==> config.mk <==
export PLATFORM = sky130hd
export DESIGN_NAME = csf_framer
export DESIGN_NICKNAME = d
export VERILOG_FILES = /design/src/include/csf_pkg.sv /design/src/rtl/csf_crc16.sv /design/src/rtl/csf_framer.sv
export SDC_FILE = /design/constraint.sdc
export NUM_CORES = 1
export LEC_CHECK = 0
export BUFFER_PORTS_ARGS = -buffer_cell sky130_fd_sc_hd__buf_2
export CAP_MARGIN = 30
export CORE_MARGIN = 5
export CORE_UTILIZATION = 40
export CTS_BUF_LIST = sky130_fd_sc_hd__clkbuf_8
export DETAILED_ROUTE_END_ITERATION = 8
export PLACE_DENSITY = 0.61
export SLEW_MARGIN = 25
export SYNTH_ARGS = -nofsm -noshare
export SYNTH_HDL_FRONTEND = slang
export SYNTH_SLANG_ARGS = --single-unit
==> constraint.sdc <==
create_clock -name ref_clk_i -period 3.85 [get_ports ref_clk_i]
set_input_delay 0.1925 -clock ref_clk_i [delete_from_list [all_inputs] [get_ports ref_clk_i]]
set_output_delay 0.1925 -clock ref_clk_i [all_outputs]
set_load 0.005 [all_outputs]
==> src/include/csf_pkg.sv <==
// Shared constants and types for the counted sync message framer.
package csf_pkg;

  // ****************************************
  // Character codes
  // ****************************************
  localparam logic [7:0] SYN_CH = 8'h16;
  localparam logic [7:0] SOH_CH = 8'h01;
  localparam logic [7:0] ENQ_CH = 8'h05;
  localparam logic [7:0] DLE_CH = 8'h10;
  localparam logic [7:0] PAD_CH = 8'hff;
  // Control message subtypes carried in the count-low header slot.
  localparam logic [7:0] ACK_SUB = 8'h01;
  localparam logic [7:0] NAK_SUB = 8'h02;
  localparam logic [7:0] STATION_ADDR = 8'h01;

  // ****************************************
  // Header layout and sizes
  // ****************************************
  localparam int HDR_N = 6;
  localparam logic [2:0] HP_TYPE = 3'h0;
  localparam logic [2:0] HP_CNTL = 3'h1;
  localparam logic [2:0] HP_CNTH = 3'h2;
  localparam logic [2:0] HP_RESP = 3'h3;
  localparam logic [2:0] HP_SEQ = 3'h4;
  localparam logic [2:0] HP_ADDR = 3'h5;
  localparam logic [14:0] HDR_CRC_LO = 15'h0006;
  localparam logic [14:0] HDR_CRC_HI = 15'h0007;
  localparam logic [13:0] MAX_CNT = 14'h3fff;
  localparam logic [1:0] SYN_MIN = 2'h2;
  localparam logic [4:0] PAD_GAP_MIN = 5'h0e;
  localparam logic [15:0] CRC16_POLY_R = 16'ha001;

  // ****************************************
  // Timing
  // ****************************************
  localparam int CLK_HZ = 20000000;
  localparam int RETX_TIMEOUT_MS = 1000;
  localparam int RETX_TIMEOUT_CYC = RETX_TIMEOUT_MS * (CLK_HZ / 1000);

  // ****************************************
  // Types
  // ****************************************
  typedef enum logic [1:0] {
    K_DATA = 2'b00,
    K_CTRL = 2'b01,
    K_BOOT = 2'b10
  } csf_kind_e;

  typedef enum logic [1:0] {
    R_HUNT = 2'b00,
    R_SYNC = 2'b01,
    R_HDR = 2'b10,
    R_DATA = 2'b11
  } csf_rx_e;

  typedef enum logic [1:0] {
    T_GAP = 2'b00,
    T_SYN = 2'b01,
    T_HDR = 2'b10,
    T_DATA = 2'b11
  } csf_tx_e;

  typedef struct packed {
    csf_kind_e kind;
    logic [13:0] len;
    logic [7:0] seq;
  } csf_txreq_s;

  typedef struct packed {
    csf_kind_e kind;
    logic [13:0] len;
    logic [7:0] seq;
    logic [7:0] resp;
    logic [7:0] sub;
  } csf_rxhdr_s;

endpackage : csf_pkg

==> src/rtl/csf_crc16.sv <==
// Byte-wide CRC-16 accumulator, reflected form, no final inversion.
`timescale 1ns/100ps
module csf_crc16 (
  // Clock and reset
  input wire logic ref_clk_i,
  input wire logic rst_n_i,
  // Byte feed
  input wire logic init_i,
  input wire logic en_i,
  input wire logic [7:0] data_i,
  // Result
  output logic [15:0] crc_o,
  output logic zero_o
);

  function automatic logic [15:0] csf_crc_step(input logic [15:0] c, input logic [7:0] d);
    logic [15:0] r;
    logic fb;
    r = c;
    for (int i = 0; i < 8; i++)
    begin
      fb = r[0] ^ d[i];
      r = r >> 1;
      if (fb)
        r = r ^ csf_pkg::CRC16_POLY_R;
    end
    return r;
  endfunction : csf_crc_step

  wire [15:0] seed = init_i ? 16'h0000 : crc_o;
  wire [15:0] crc_nxt = csf_crc_step(seed, data_i);
  // Feeding the check bytes low first leaves a zero remainder on a clean block.
  assign zero_o = (crc_nxt == 16'h0000);

  always_ff @(posedge ref_clk_i)
  begin
    if (!rst_n_i)
      crc_o <= 16'h0000;
    else if (en_i)
      crc_o <= crc_nxt;
  end

endmodule : csf_crc16

==> src/rtl/csf_framer.sv <==
// Character framer and link bookkeeping for the counted sync message protocol.
//
// Functional notes
// - One leading type character selects message kind.
// - Header CRC-16 validated before count trusted.
// - Count gives data length, zero to 16383.
// - Take count bytes, then data CRC-16.
// - Content after type character is transparent.
// - Response field carries last good sequence.
// - Failed check queues a negative acknowledge.
// - Out-of-sequence message: no response, no update.
// - Retransmit on negative acknowledge with stale response, or on timeout.
// - Negative acknowledge queued without line turnaround.
// - Acknowledge rides next outgoing data header.
// - Separate acknowledge only without pending data.
// - One acknowledge covers up to 255.
// - Two sync characters before each type.
// - Idle time filled with sync characters; pad characters while pad_mode_i is set.
// - Pad gap at least fourteen character times.
// - Bootstrap starts with escape, transparent body.
// - CRC-16 polynomial x16+x15+x2+1.
`timescale 1ns/100ps
module csf_framer #(
  parameter int TIMEOUT_CYC = csf_pkg::RETX_TIMEOUT_CYC
) (
  // Clock and reset
  input wire logic ref_clk_i,
  input wire logic rst_n_i,
  // Receive character stream
  input wire logic [7:0] rx_char_i,
  input wire logic rx_valid_i,
  // Transmit character stream
  input wire logic tx_slot_i,
  output logic [7:0] tx_char_o,
  // Transmit user side
  input wire logic tx_req_i,
  input wire csf_pkg::csf_txreq_s tx_msg_i,
  input wire logic [7:0] tx_data_i,
  input wire logic pad_mode_i,
  output logic tx_accept_o,
  output logic tx_data_take_o,
  output logic tx_done_o,
  // Receive user side
  output logic [7:0] rx_byte_o,
  output logic rx_byte_valid_o,
  output csf_pkg::csf_rxhdr_s rx_hdr_o,
  output logic rx_ok_o,
  output logic rx_err_o,
  // Link status
  output logic rx_framed_o,
  output logic [7:0] far_ack_o,
  output logic retx_req_o
);

  // ****************************************
  // Character decode
  // ****************************************
  function automatic logic csf_is_type(input logic [7:0] ch);
    return (ch == csf_pkg::SOH_CH) || (ch == csf_pkg::ENQ_CH) || (ch == csf_pkg::DLE_CH);
  endfunction : csf_is_type

  function automatic csf_pkg::csf_kind_e csf_kind_of(input logic [7:0] ch);
    if (ch == csf_pkg::ENQ_CH)
      return csf_pkg::K_CTRL;
    if (ch == csf_pkg::DLE_CH)
      return csf_pkg::K_BOOT;
    return csf_pkg::K_DATA;
  endfunction : csf_kind_of

  function automatic logic [7:0] csf_type_char(input csf_pkg::csf_kind_e k);
    unique case (k)
      csf_pkg::K_DATA: return csf_pkg::SOH_CH;
      csf_pkg::K_CTRL: return csf_pkg::ENQ_CH;
      csf_pkg::K_BOOT: return csf_pkg::DLE_CH;
      default: return csf_pkg::SOH_CH;
    endcase
  endfunction : csf_type_char

  function automatic logic [7:0] csf_hdr_byte(input logic [2:0] p, input csf_pkg::csf_txreq_s m,
                                              input logic [7:0] sub, input logic [7:0] resp);
    logic ctl;
    ctl = (m.kind == csf_pkg::K_CTRL);
    unique case (p)
      csf_pkg::HP_TYPE: return csf_type_char(m.kind);
      csf_pkg::HP_CNTL: return ctl ? sub : m.len[7:0];
      csf_pkg::HP_CNTH: return ctl ? 8'h00 : {2'h0, m.len[13:8]};
      csf_pkg::HP_RESP: return resp;
      csf_pkg::HP_SEQ: return m.seq;
      default: return csf_pkg::STATION_ADDR;
    endcase
  endfunction : csf_hdr_byte

  // ****************************************
  // Receive framing
  // ****************************************
  csf_pkg::csf_rx_e rx_st_r;
  csf_pkg::csf_rx_e rx_st_nxt;
  logic [14:0] rx_idx_r;
  logic [1:0] rx_sync_r;
  logic [7:0] rx_hdr_r [0:csf_pkg::HDR_N-1];
  logic [7:0] rx_last_good_r;
  logic [7:0] far_ack_r;
  logic nak_pend_r;
  logic ack_pend_r;
  logic [15:0] rx_crc;
  logic rx_crc_zero;

  wire rx_is_syn = (rx_char_i == csf_pkg::SYN_CH);
  // Only the leading character is examined; everything after it is counted.
  wire rx_type_start = rx_valid_i && (rx_st_r == csf_pkg::R_SYNC) && csf_is_type(rx_char_i);
  wire [13:0] rx_len = {rx_hdr_r[csf_pkg::HP_CNTH][5:0], rx_hdr_r[csf_pkg::HP_CNTL]};
  wire csf_pkg::csf_kind_e rx_kind = csf_kind_of(rx_hdr_r[csf_pkg::HP_TYPE]);
  wire [7:0] rx_seq = rx_hdr_r[csf_pkg::HP_SEQ];
  wire [7:0] rx_resp = rx_hdr_r[csf_pkg::HP_RESP];
  wire [14:0] rx_len_x = {1'b0, rx_len};
  wire rx_hdr_end = rx_valid_i && (rx_st_r == csf_pkg::R_HDR) && (rx_idx_r == csf_pkg::HDR_CRC_HI);
  wire hdr_good = rx_hdr_end && rx_crc_zero;
  wire hdr_bad = rx_hdr_end && !rx_crc_zero;
  wire rx_has_data = (rx_kind != csf_pkg::K_CTRL) && (rx_len != 14'h0000);
  wire rx_in_data = rx_valid_i && (rx_st_r == csf_pkg::R_DATA);
  wire rx_dat_end = rx_in_data && (rx_idx_r == rx_len_x + 15'h0001);
  wire rx_end_ok = (hdr_good && !rx_has_data) || (rx_dat_end && rx_crc_zero);
  wire rx_end_bad = hdr_bad || (rx_dat_end && !rx_crc_zero);
  wire rx_in_seq = (rx_seq == rx_last_good_r + 8'h01);
  wire rx_data_ok = rx_end_ok && (rx_kind == csf_pkg::K_DATA);
  wire rx_seq_ok = rx_data_ok && rx_in_seq;
  wire rx_resp_seen = hdr_good && (rx_kind != csf_pkg::K_BOOT);
  wire rx_nak_seen = hdr_good && (rx_kind == csf_pkg::K_CTRL) &&
                     (rx_hdr_r[csf_pkg::HP_CNTL] == csf_pkg::NAK_SUB);
  wire rx_crc_en = rx_type_start || (rx_valid_i && (rx_st_r == csf_pkg::R_HDR)) || rx_in_data;
  wire rx_crc_init = rx_type_start || (rx_in_data && (rx_idx_r == 15'h0000));

  csf_crc16 u_rx_crc (
    .ref_clk_i(ref_clk_i),
    .rst_n_i(rst_n_i),
    .init_i(rx_crc_init),
    .en_i(rx_crc_en),
    .data_i(rx_char_i),
    .crc_o(rx_crc),
    .zero_o(rx_crc_zero)
  );

  always_comb
  begin
    rx_st_nxt = rx_st_r;
    unique case (rx_st_r)
      csf_pkg::R_HUNT:
        if (rx_valid_i && rx_is_syn && (rx_sync_r == csf_pkg::SYN_MIN - 2'h1))
          rx_st_nxt = csf_pkg::R_SYNC;
      csf_pkg::R_SYNC:
        if (rx_valid_i && !rx_is_syn)
          rx_st_nxt = csf_is_type(rx_char_i) ? csf_pkg::R_HDR : csf_pkg::R_HUNT;
      csf_pkg::R_HDR:
        if (rx_hdr_end)
          rx_st_nxt = hdr_bad ? csf_pkg::R_HUNT : (rx_has_data ? csf_pkg::R_DATA : csf_pkg::R_SYNC);
      csf_pkg::R_DATA:
        if (rx_dat_end)
          rx_st_nxt = csf_pkg::R_SYNC;
    endcase
  end

  // A bad header count cannot be trusted, so framing is thrown away.
  always_ff @(posedge ref_clk_i)
  begin
    if (!rst_n_i)
    begin
      rx_st_r <= csf_pkg::R_HUNT;
      rx_sync_r <= 2'h0;
      rx_idx_r <= 15'h0000;
    end
    else
    begin
      rx_st_r <= rx_st_nxt;
      if (rx_st_r != csf_pkg::R_HUNT)
        rx_sync_r <= 2'h0;
      else if (rx_valid_i)
        rx_sync_r <= rx_is_syn ? rx_sync_r + 2'h1 : 2'h0;
      if (rx_type_start || rx_hdr_end)
        rx_idx_r <= rx_type_start ? 15'h0001 : 15'h0000;
      else if (rx_valid_i && rx_st_r[1])
        rx_idx_r <= rx_idx_r + 15'h0001;
    end
  end

  genvar gi;
  generate
    for (gi = 0; gi < csf_pkg::HDR_N; gi++)
    begin : g_hdr
      wire hit = (gi == 0) ? rx_type_start :
                 (rx_valid_i && (rx_st_r == csf_pkg::R_HDR) && (rx_idx_r == 15'(gi)));
      always_ff @(posedge ref_clk_i)
      begin
        if (!rst_n_i)
          rx_hdr_r[gi] <= 8'h00;
        else if (hit)
          rx_hdr_r[gi] <= rx_char_i;
      end
    end
  endgenerate

  // ****************************************
  // Acknowledge bookkeeping
  // ****************************************
  csf_pkg::csf_tx_e tx_st_r;
  logic [14:0] tx_idx_r;
  logic [4:0] gap_r;
  csf_pkg::csf_txreq_s cur_r;
  logic [7:0] cur_sub_r;
  logic [7:0] tx_hi_seq_r;
  logic [31:0] to_cnt_r;
  logic [15:0] tx_crc;

  wire gap_ok = !pad_mode_i || (gap_r >= csf_pkg::PAD_GAP_MIN);
  wire tx_want = nak_pend_r || tx_req_i || ack_pend_r;
  wire tx_start = tx_slot_i && (tx_st_r == csf_pkg::T_GAP) && gap_ok && tx_want;
  wire sel_nak = nak_pend_r;
  wire sel_user = !nak_pend_r && tx_req_i;
  wire sel_ack = !nak_pend_r && !tx_req_i;
  wire user_data = sel_user && (tx_msg_i.kind == csf_pkg::K_DATA);
  wire nak_clr = tx_start && sel_nak;
  wire ack_clr = tx_start && (sel_ack || user_data);
  wire outstanding = (far_ack_r != tx_hi_seq_r);
  wire to_expire = outstanding && (to_cnt_r == 32'(TIMEOUT_CYC - 1));
  wire retx_now = (rx_nak_seen && (rx_resp != tx_hi_seq_r)) || to_expire;

  // Set wins over clear so an error in the send cycle is not lost.
  always_ff @(posedge ref_clk_i)
  begin
    if (!rst_n_i)
    begin
      rx_last_good_r <= 8'h00;
      far_ack_r <= 8'h00;
      nak_pend_r <= 1'b0;
      ack_pend_r <= 1'b0;
      to_cnt_r <= 32'h0000_0000;
      retx_req_o <= 1'b0;
    end
    else
    begin
      if (rx_seq_ok)
        rx_last_good_r <= rx_seq;
      if (rx_resp_seen)
        far_ack_r <= rx_resp;
      nak_pend_r <= rx_end_bad || (nak_pend_r && !nak_clr);
      ack_pend_r <= rx_seq_ok || (ack_pend_r && !ack_clr);
      if (!outstanding || rx_resp_seen || to_expire || (tx_start && user_data))
        to_cnt_r <= 32'h0000_0000;
      else
        to_cnt_r <= to_cnt_r + 32'h0000_0001;
      retx_req_o <= retx_now;
    end
  end

  // ****************************************
  // Transmit sequencing
  // ****************************************
  wire [14:0] cur_len_x = {1'b0, cur_r.len};
  wire tx_has_data = (cur_r.kind != csf_pkg::K_CTRL) && (cur_r.len != 14'h0000);
  wire hdr_last = (tx_idx_r == csf_pkg::HDR_CRC_HI);
  wire dat_last = (tx_idx_r == cur_len_x + 15'h0001);
  wire in_hdr_body = (tx_st_r == csf_pkg::T_HDR) && (tx_idx_r < csf_pkg::HDR_CRC_LO);
  wire in_dat_body = (tx_st_r == csf_pkg::T_DATA) && (tx_idx_r < cur_len_x);
  wire at_crc_lo = (tx_st_r == csf_pkg::T_HDR) ? (tx_idx_r == csf_pkg::HDR_CRC_LO)
                                                : (tx_idx_r == cur_len_x);
  wire tx_end = tx_slot_i && (((tx_st_r == csf_pkg::T_HDR) && hdr_last && !tx_has_data) ||
                              ((tx_st_r == csf_pkg::T_DATA) && dat_last));
  wire [7:0] hdr_ch = csf_hdr_byte(tx_idx_r[2:0], cur_r, cur_sub_r, rx_last_good_r);
  wire [7:0] crc_ch = at_crc_lo ? tx_crc[7:0] : tx_crc[15:8];
  wire [7:0] gap_ch = (pad_mode_i && !tx_start) ? csf_pkg::PAD_CH : csf_pkg::SYN_CH;
  logic [7:0] tx_char_nxt;
  csf_pkg::csf_tx_e tx_st_nxt;

  always_comb
  begin
    unique case (tx_st_r)
      csf_pkg::T_GAP: tx_char_nxt = gap_ch;
      csf_pkg::T_SYN: tx_char_nxt = csf_pkg::SYN_CH;
      csf_pkg::T_HDR: tx_char_nxt = in_hdr_body ? hdr_ch : crc_ch;
      csf_pkg::T_DATA: tx_char_nxt = in_dat_body ? tx_data_i : crc_ch;
    endcase
  end

  csf_crc16 u_tx_crc (
    .ref_clk_i(ref_clk_i),
    .rst_n_i(rst_n_i),
    .init_i(tx_idx_r == 15'h0000),
    .en_i(tx_slot_i && (in_hdr_body || in_dat_body)),
    .data_i(tx_char_nxt),
    .crc_o(tx_crc),
    .zero_o()
  );

  always_comb
  begin
    tx_st_nxt = tx_st_r;
    unique case (tx_st_r)
      csf_pkg::T_GAP:
        if (tx_start)
          tx_st_nxt = csf_pkg::T_SYN;
      csf_pkg::T_SYN:
        if (tx_slot_i && (tx_idx_r == 15'(csf_pkg::SYN_MIN - 2'h1)))
          tx_st_nxt = csf_pkg::T_HDR;
      csf_pkg::T_HDR:
        if (tx_slot_i && hdr_last)
          tx_st_nxt = tx_has_data ? csf_pkg::T_DATA : csf_pkg::T_GAP;
      csf_pkg::T_DATA:
        if (tx_slot_i && dat_last)
          tx_st_nxt = csf_pkg::T_GAP;
    endcase
  end

  // Even back-to-back traffic gets two sync characters ahead of every type character.
  always_ff @(posedge ref_clk_i)
  begin
    if (!rst_n_i)
    begin
      tx_st_r <= csf_pkg::T_GAP;
      tx_idx_r <= 15'h0000;
      gap_r <= 5'h00;
      cur_r <= '0;
      cur_sub_r <= 8'h00;
      tx_hi_seq_r <= 8'h00;
      tx_char_o <= csf_pkg::SYN_CH;
    end
    else if (tx_slot_i)
    begin
      tx_st_r <= tx_st_nxt;
      tx_char_o <= tx_char_nxt;
      tx_idx_r <= (tx_st_nxt != tx_st_r) ? 15'h0000 : tx_idx_r + 15'h0001;
      if (tx_start)
        tx_idx_r <= 15'h0001;
      if (tx_end)
        gap_r <= 5'h00;
      else if ((tx_st_r == csf_pkg::T_GAP) && (gap_r != 5'h1f))
        gap_r <= gap_r + 5'h01;
      if (tx_start)
      begin
        cur_r <= sel_user ? tx_msg_i :
                 csf_pkg::csf_txreq_s'{kind: csf_pkg::K_CTRL, len: 14'h0000, seq: 8'h00};
        cur_sub_r <= sel_nak ? csf_pkg::NAK_SUB : csf_pkg::ACK_SUB;
      end
      if (tx_start && user_data)
        tx_hi_seq_r <= tx_msg_i.seq;
    end
  end

  // ****************************************
  // User-facing registered outputs
  // ****************************************
  always_ff @(posedge ref_clk_i)
  begin
    if (!rst_n_i)
    begin
      tx_accept_o <= 1'b0;
      tx_data_take_o <= 1'b0;
      tx_done_o <= 1'b0;
      rx_byte_o <= 8'h00;
      rx_byte_valid_o <= 1'b0;
      rx_hdr_o <= '0;
      rx_ok_o <= 1'b0;
      rx_err_o <= 1'b0;
      rx_framed_o <= 1'b0;
    end
    else
    begin
      tx_accept_o <= tx_start && sel_user;
      tx_data_take_o <= tx_slot_i && in_dat_body;
      tx_done_o <= tx_end;
      rx_byte_o <= rx_char_i;
      rx_byte_valid_o <= rx_in_data && (rx_idx_r < rx_len_x);
      if (hdr_good)
        rx_hdr_o <= '{kind: rx_kind, len: rx_len, seq: rx_seq, resp: rx_resp,
                      sub: rx_hdr_r[csf_pkg::HP_CNTL]};
      rx_ok_o <= rx_end_ok && !(rx_data_ok && !rx_in_seq);
      rx_err_o <= rx_end_bad;
      rx_framed_o <= (rx_st_nxt != csf_pkg::R_HUNT);
    end
  end

  assign far_ack_o = far_ack_r;
endmodule : csf_framer

# [Word level (Yosys, flattened, before mapping)]
# Memories as Yosys holds them, arrays and structs flattened.
# Index checks and enable logic that the tools add are counted.
[op_classes] bitwise_logic=39 order_cmp=4 n_addsub=8 n_eq_ne=42 n_mux=84 n_reduce_logical=110
[op_table] operator="$mux W16" n=18
[op_table] operator="$mux W8" n=11
[op_table] operator="$eq A15 B3 Y1 const B" n=5
[op_table] operator="$mux W15" n=4
[op_table] operator="$logic_and A1 B1 Y1" n=58
[op_table] operator="$not A2 Y3" n=16
[op_table] operator="$pmux W8 S5" n=1
[op_table] operator="$mux W2" n=18
[op_table] operator="$add A32 B1 Y32 const B" n=1
[op_table] operator="$eq A32 B25 Y1 const B" n=1
[op_table] operator="$pmux W8 S4" n=1
[op_table] operator="$add A14 B1 Y15 const B" n=2
[op_table] operator="$add A15 B1 Y15 const B" n=2
[op_table] operator="$eq A15 B1 Y1 const B" n=2
[op_table] operator="$eq A15 B15 Y1" n=2
[op_table] operator="$eq A15 B2 Y1 const B" n=2
[op_table] operator="$logic_not A15 Y1" n=2
[op_table] operator="$lt A15 B14 Y1" n=2
[op_table] operator="$reduce_bool A14 Y1" n=2
[op_table] operator="$eq A8 B5 Y1 const B" n=3
[op_table] operator="$mux W1" n=24
[op_table] operator="$mux W24" n=1
[op_table] operator="$logic_or A1 B1 Y1" n=20
[op_table] operator="$eq A8 B3 Y1 const B" n=2
[op_table] operator="33 further kinds" n=87
[word_totals] output_inout_bits=72 wordCells=321 mem_count=1 input_bits=46 register_bits=227 mem_bits_rw=48
[mem_list] name="rx_hdr_r" words=6 word_bits=8 rd=5 rd_ports_with_merged_regs=0 write_ports=6 line="csf_framer.sv:100" source="logic [7:0] rx_hdr_r [0:csf_pkg::HDR_N-1];"

# [Logic depth before layout (Yosys ltp)]
# Gate-level depths: netlist of run 1.
[depth] ltp_word=30 mapped_depth=16 mapped_depth_nobuf=13

# [Cells and area by module]
# A second synthesis of run 1 with hierarchy kept.
[hier_totals] cells_unflattened=1585 hier_area_um2=13867.0
[by_module_without_submodules] mod="csf_framer" cells_per_inst=1331 seq_area_each_um2=4764.6 instances=1 area_per_inst_um2=11589.9
[by_module_without_submodules] mod="csf_crc16" cells_per_inst=127 seq_area_each_um2=320.3 instances=2 area_per_inst_um2=1138.6

# [Least setup slack after synthesis of run 1]
# No wires, ideal clock.
[synth_path] path_kind="flip-flop to flip-flop" from="register cur_r, in the netlist cur_len_x[12]" to="register u_tx_crc.crc_o[15]" path_slack_ns=-0.195 synth_period_minus_slack_ns=4.045 stages_incl_launch_ff=15 arrival_ns=3.975 t_required_ns=3.780 setup_time_ns=0.070 path_cell_list="dfxtp_1 > clkbuf_1 > inv_1 > ha_1 > and4b_1 > nand2_2 > o32ai_4 > mux2_4 > mux2_2 > a221oi_2 > xor3_2 > xnor2_1 > xnor3_2 > xor2_1 > a21oi_1"
[synth_via] elab_chain_len=21 word_cells_on_any_way=28
[synth_lines] element="start: declaration" line="csf_framer.sv:207" source="csf_pkg::csf_txreq_s cur_r;"
[synth_lines] element="start signal: assignment" line="csf_framer.sv:338" source="cur_r <= sel_user ? tx_msg_i :"
[synth_lines] element="parallel branches: the longest is 21 deep, another holds $lt A15 B14 Y1"
[synth_lines] element="end signal: assignment" line="csf_crc16.sv:40" source="crc_o <= crc_nxt;"
[synth_lines] element="end: declaration" line="csf_crc16.sv:12" source="output logic [15:0] crc_o,"
# Parallel ways; which one is timed is not known.
# A chain may end at the register's enable or synchronous reset.

# [Worst setup path in the final report of run 1]
[layout_path] from="register cur_r, in the netlist cur_len_x[10]" to="register u_tx_crc.crc_o[15]"
# Same word-level chain as after synthesis.

==> impl_metrics.yaml, run 1 <==
place:
  dp_hpwl_um: 28580
  numPortBuffers: 117
  placed_cell_area_sq_mm: 0.01500
  place_ws_ns: 0.1295
  place_congestion: 0.9313
setup_path:
  critPathMaxFanout: 3
  endpoint_kind: "flop"
  worstPathArrival_ns: 4.22
  criticalPathCategory: "reg2reg"
  cp-start-kind: "flop"
  cp.required_ns: 4.33
die:
  die_x_um: 195.2
  io_pins: 118
  coreArea_sq_mm: 0.03370
  dieArea_sq_mm: 0.03809
  die_h_um: 195.2
  rows: 67
  initial_core_util: 0.4070
sta:
  fin_ws_ns: 0.1111
  finalMaxSlewViolations: 0
  period_needed_ns: 3.739
  fmax_mhz: 267.5
  fin_crit_sh: 0.9712
  skew_ns: 0.02121
  slew_headroom: 0.5393
  finalHoldViolCount: 0
  setup_viol: 0
  tns_ns: 0
  fin_hold_ws_ns: 0.08219
  tightest_slew_ns: 0.6857
finish:
  finalInstanceArea_sq_mm: 0.01620
  nNetsFinal: 1840
  insertedDiodeCount: 0
  area_delta_synth_final_pct: 18.09
  drive_gt1_frac: 0.1623
drt:
  drt_iter0_markers: 926
  routed_via_density: 5.332
  drtPass1Iterations: 5
  wire_per_inst_um: 17.46
  drc: 0
  finalWirelength_um: 38930
  final_antenna_net_count: 0
  num_vias: 11890
job:
  cap_viol_max_count: 0
synth:
  synth.area.top_cells: "dfxtp_1, edfxtp_1, nor2_1, xnor2_1, mux2i_1"
  seq_area_frac_synth: 0.3941
  ys_async_sr_fraction: 0
  syn_avg_cell_area_sq_um: 8.692
  ys_seq_elements: 251
  ys_types: 86
  synth.top_cell.area_share: 0.3109
  synth_area_sq_mm: 0.01372
  ys.warnings.count: 0
  synth_ff_type: "dfxtp_1"
  syn_inst: 1578
  synth_top_cell_by_area: "dfxtp_1"
  synth_edf_count: 38
pwr:
  p_leak_nw: 6.477
  p_per_area_mw_per_mm2: 363.6
  total_power_mw: 5.888
  ir_drop_mv: 0.2244
min_path:
  holdCritPathClass: "in2reg"
clock_network:
  clk_path_buf_depth: 3
  cts.sink_count: 251
  h-tree-depth: 2
  clk_latency_ns: 0.56
  cts_buffers: 44
  cts_tree: "yes"
  clockRootBuffer: "clkbuf_8"
  clkTransAtPathRegs_ns: 0.06
grt:
  track_usage: 0.1994
  grt_pass1_wl_um: 62730
  grt_pass1_vias: 11440
  grt_overflow: 0
  grt_max_degree: 59
  antenna_found_initial: 0
outcome:
  status: "finished, final reports clean"
[kinds of logic (layout without fill, tap and decap cells)]
kind of cell	after synthesis	count (layout)	share of synthesized area
AO/OA/AOI/OAI	248	248	0.1230
XOR/XNOR	168	168	0.1117
adder cells (fa/ha/maj)	48	48	0.04379
buffers and inverters	153	352	0.04817
flip-flops	251	251	0.3941
multiplexers	79	79	0.05875
other	1	5	0.0002734
AND/OR/NAND/NOR	630	630	0.2202
[final timing paths]
path,cells past startpoint,endpoint,slack (ns),from
setup / recovery,13,u_tx_crc.crc_o[15],0.11,cur_len_x[10]
hold / removal,5,ack_pend_r,0.08,tx_req_i
setup reg to reg,13,u_tx_crc.crc_o[15],0.11,cur_len_x[10]
hold reg to reg,2,rx_sync_r[1],0.45,rx_sync_r[1]
[layout by cell type, fill, tap and decap left out, types with 38 or more instances in the layout]
cell and n:
a21oi_1 75, inv_1 74, nand2_1 130, nor2_1 248, o21ai_0 51, xor2_1 75
buf_2 117, edfxtp_1 38, xnor2_1 86, ha_1 48, mux2i_1 73, buf_4 64
clkbuf_8 51, dfxtp_1 213, nand3_1 48
[through the flow]
| stage | cells | utilization |
|---|---|---|
| after floorplan | 1582 | - |
| after CTS | 2228 | 0.4796 |
| after global routing | 2229 | 0.4806 |
| after global placement | 2123 | 0.4451 |
| after detailed placement | 2123 | 0.4451 |
| final | 2229 | 0.4806 |
[layout make-up]
class                           count  area (sq um)
Clock buffer                       51         701.9
Clock inverter                     30         219.0
Fill cell                        3308         17500
Inverter                           64         241.5
Multi-Input combinational cell   1178          7722
Sequential cell                   251          5405
Tap cell                          448         560.5
Timing Repair Buffer              207          1346
[power breakdown]
| group | internal, mW | total, mW | switching, mW |
|---|---|---|---|
| Sequential | 2.71 | 2.76 | 0.0468 |
| Combinational | 0.238 | 0.572 | 0.333 |
| Clock | 1.42 | 2.56 | 1.14 |
| Total | 4.37 | 5.89 | 1.52 |
[metal layers]
layer,track usage,vias up,share of wire
met5,0,-,0
met4,0.06258,0,0.026
met3,0.02964,69,0.057
met2,0.3456,365,0.49
met1,0.2568,5609,0.43
li1,-,5842,-
[cells in the mapped netlist (all sizes together) (8+ instances only)]
| master | number |
|---|---|
| or3 | 10 |
| xnor2 | 89 |
| nand3b | 9 |
| a21oi | 75 |
| a31oi | 10 |
| edfxtp | 38 |
| nor4 | 30 |
| a22o | 24 |
| nand4 | 34 |
| ha | 48 |
| inv | 64 |
| o21ai | 52 |
| and3 | 16 |
| dfxtp | 213 |
| nand2 | 133 |
| a221oi | 8 |
| nor2b | 14 |
| a211oi | 18 |
| mux2i | 73 |
| xor2 | 76 |
| nor3 | 32 |
| and2 | 9 |
| nor3b | 13 |
| nor2 | 248 |
| nand2b | 8 |
| buf | 31 |
| clkbuf | 58 |
| nand3 | 50 |
[state kept, by name (all words and copies together) (netlist names), 10 cells and up]
register,count
rx_hdr_r,38
rx_idx_r,15
cur_len_x,14
tx_idx_r,15
u_rx_crc.crc_o,16
cur_r,10
rx_hdr_o,32
to_cnt_r,32
u_tx_crc.crc_o,16
[what timing repair did]
action                                 CTS  global route
resized for setup                        0             4
setup buffers                            0             1
endpoints found under the hold margin   33             0
hold buffers                            24             0
setup endpoints to repair                0             3
[worst max-delay path: stages, from the launching register on]
cell and delay [ns]:
dfxtp_1 0.34, inv_1 0.08, ha_1 0.32, and4_4 0.25, nand2_2 0.09, o32ai_4 0.36, mux2_4 0.36, mux2_2 0.30
a221oi_4 0.33, xor3_2 0.43, xnor2_2 0.18, xnor3_2 0.31, xor2_1 0.18, a21oi_1 0.15
No activity file was read; power rests on OpenSTA's default activity.
==> run 2, diff against run 1 <==
CTS_BUF_LIST = sky130_fd_sc_hd__clkbuf_4 sky130_fd_sc_hd__clkbuf_8   (was sky130_fd_sc_hd__clkbuf_8)
SLEW_MARGIN = default   (was 25)
==> impl_metrics.yaml, run 2 (same netlist as run 1, synthesis figures left out) <==
outcome:
  status: "finished, final reports clean"
sta:
  setup_viol: 0
  fin_crit_sh: 0.9666
  period_needed_ns: 3.721
  fmax_mhz: 268.7
  fin_hold_ws_ns: 0.07898
  slew_headroom: 0.3470
  finalMaxSlewViolations: 0
  skew_ns: 0.01799
  finalHoldViolCount: 0
  tightest_slew_ns: 0.9705
grt:
  antenna_found_initial: 0
  grt_pass1_vias: 11430
  grt_max_degree: 59
  track_usage: 0.1994
  grt_pass1_wl_um: 62730
  grt_overflow: 0
finish:
  top_regs: "rx_hdr_r (38), rx_hdr_o (32), to_cnt_r (32)"
  final_common_cell: "nor2_1"
  insertedDiodeCount: 0
  largest_reg_flops: 38
  drive_gt1_frac: 0.1679
  mostFrequentLayoutCells: "nor2_1, dfxtp_1, nand2_1, buf_2, xnor2_1"
  largest_register: "rx_hdr_r"
  finalInstanceArea_sq_mm: 0.01623
  area_delta_synth_final_pct: 18.35
  nNetsFinal: 1840
  layoutNonFillerInstCount: 2229
  final_util: 0.4817
place:
  dp_hpwl_um: 28580
  place_congestion: 0.9313
  numPortBuffers: 117
  placed_cell_area_sq_mm: 0.01500
  dp.cells: 2123
die:
  io_pins: 118
  rows: 67
  coreArea_sq_mm: 0.03370
  die_x_um: 195.2
  initial_core_util: 0.4070
  dieArea_sq_mm: 0.03809
  die_h_um: 195.2
min_path:
  hold_path_startpoint: "tx_req_i"
  holdCritPathClass: "in2reg"
  whs_endpoint: "ack_pend_r"
  hold_path_depth: 5
setup_path:
  cp.required_ns: 4.33
  worstPathArrival_ns: 4.20
  criticalPathCategory: "reg2reg"
  r2r_cells: 13
  regToRegSetupSlack_ns: 0.13
  r2r_end: "u_tx_crc.crc_o[15]"
  critPathTopFamily: "XOR/XNOR gates"
  cp_num_buf_inv: 1
  critPathMaxFanout: 3
  cp_slowest_cell: "xor3_2"
  cp_cell_sequence: "inv_1, ha_1, and4_4, nand2_2, o32ai_4, mux2_4, mux2_2, a221oi_4, xor3_2, xnor2_2, xnor3_2, xor2_1, a21oi_1"
  cpPeakStageDelay_ns: 0.43
  endpoint_kind: "flop"
  r2r-start: "cur_len_x[10]"
  cp-start-kind: "flop"
pwr:
  p_leak_nw: 6.468
  combinationalPowerShare: 0.095
  p_int_mw: 4.478
  total_power_mw: 5.992
  seqPwrFrac: 0.460
  swShare: 0.2526
  p_per_area_mw_per_mm2: 369.1
  ir_drop_mv: 0.2252
  power.switching_mw: 1.513
  pwr-share-clk: 0.444
drt:
  routed_via_density: 5.345
  drc: 0
  num_vias: 11910
  finalWirelength_um: 39050
  drt_iter0_markers: 831
  drtPass1Iterations: 8
  final_antenna_net_count: 0
  wire_per_inst_um: 17.52
job:
  cap_viol_max_count: 0
clock_network:
  h-tree-depth: 2
  clk_latency_ns: 0.55
  clockRootBuffer: "clkbuf_8"
  cts_tree: "yes"
  cts_buffers: 44
  clk_path_buf_depth: 3
  clkTransAtPathRegs_ns: 0.06
  cts.sink_count: 251
[run 2: power groups by stage]
stage | Combinational (mW) | Clock (mW) | Sequential, mW
6_report | 0.572 | 2.66 | 2.76
5_1_grt | 0.624 | 2.87 | 2.76
4_1_cts | 0.564 | 2.74 | 2.76
3_5_place_dp | 0.542 | 0 | 2.81
3_3_place_gp | 0.534 | 0 | 2.81
2_1_floorplan | 0.360 | 0 | 2.80
[run 2: area by class of cell]
| type | instances | area [sq um] |
|---|---|---|
| fillers | 3300 | 17470 |
| multi-input cells | 1178 | 7716 |
| flip-flops and latches | 251 | 5405 |
| repair buffers | 207 | 1346 |
| clock buffers | 62 | 784.5 |
| well taps | 448 | 560.5 |
| inverters | 64 | 241.5 |
| clock inverters | 19 | 177.7 |
[run 2: worst max path at each step]
| stage | start | end | slack, ns | cells after the start |
|---|---|---|---|---|
| floorplan | cur_len_x[12] | u_tx_crc.crc_o[15] | 0.08 | 14 |
| global placement | cur_len_x[10] | u_tx_crc.crc_o[15] | 0.22 | 13 |
| detailed placement | cur_len_x[9] | u_tx_crc.crc_o[15] | 0.13 | 13 |
| CTS | cur_len_x[10] | u_tx_crc.crc_o[15] | 0.11 | 13 |
| global route | cur_len_x[10] | u_tx_crc.crc_o[15] | -0.02 | 13 |
| finish | cur_len_x[10] | u_tx_crc.crc_o[15] | 0.13 | 13 |
[run 2: per-layer routing]
layer,global-route usage,routed length (um),vias up
met3,0.02947,1988,70
met4,0.06258,989,0
met1,0.2573,17090,5651
li1,-,-,5837
met2,0.3453,18970,355
met5,0,0,-
[run 2: worst min-delay path, delay by kind of cell]
family	cells	cell delay (ns)
simple gates	3	0.17
compound gates	1	0.12
buf+inv	1	0.10
[run 2: repair_timing]
action / 4_1_cts / 5_1_grt
buffers inserted: 0 / 1
resized for setup: 0 / 4
setup endpoints to repair: 0 / 3
hold endpoints to repair: 33 / 0
hold buffers: 24 / 0
[run 2: metrics by stage]
stage,setup WS [ns],setup TNS [ns]
floorplan,0.07537,0
global placement,0.2212,0
detailed placement,0.1295,0
CTS,0.1075,0
global route,-0.01810,-0.01810
finish,0.1285,0
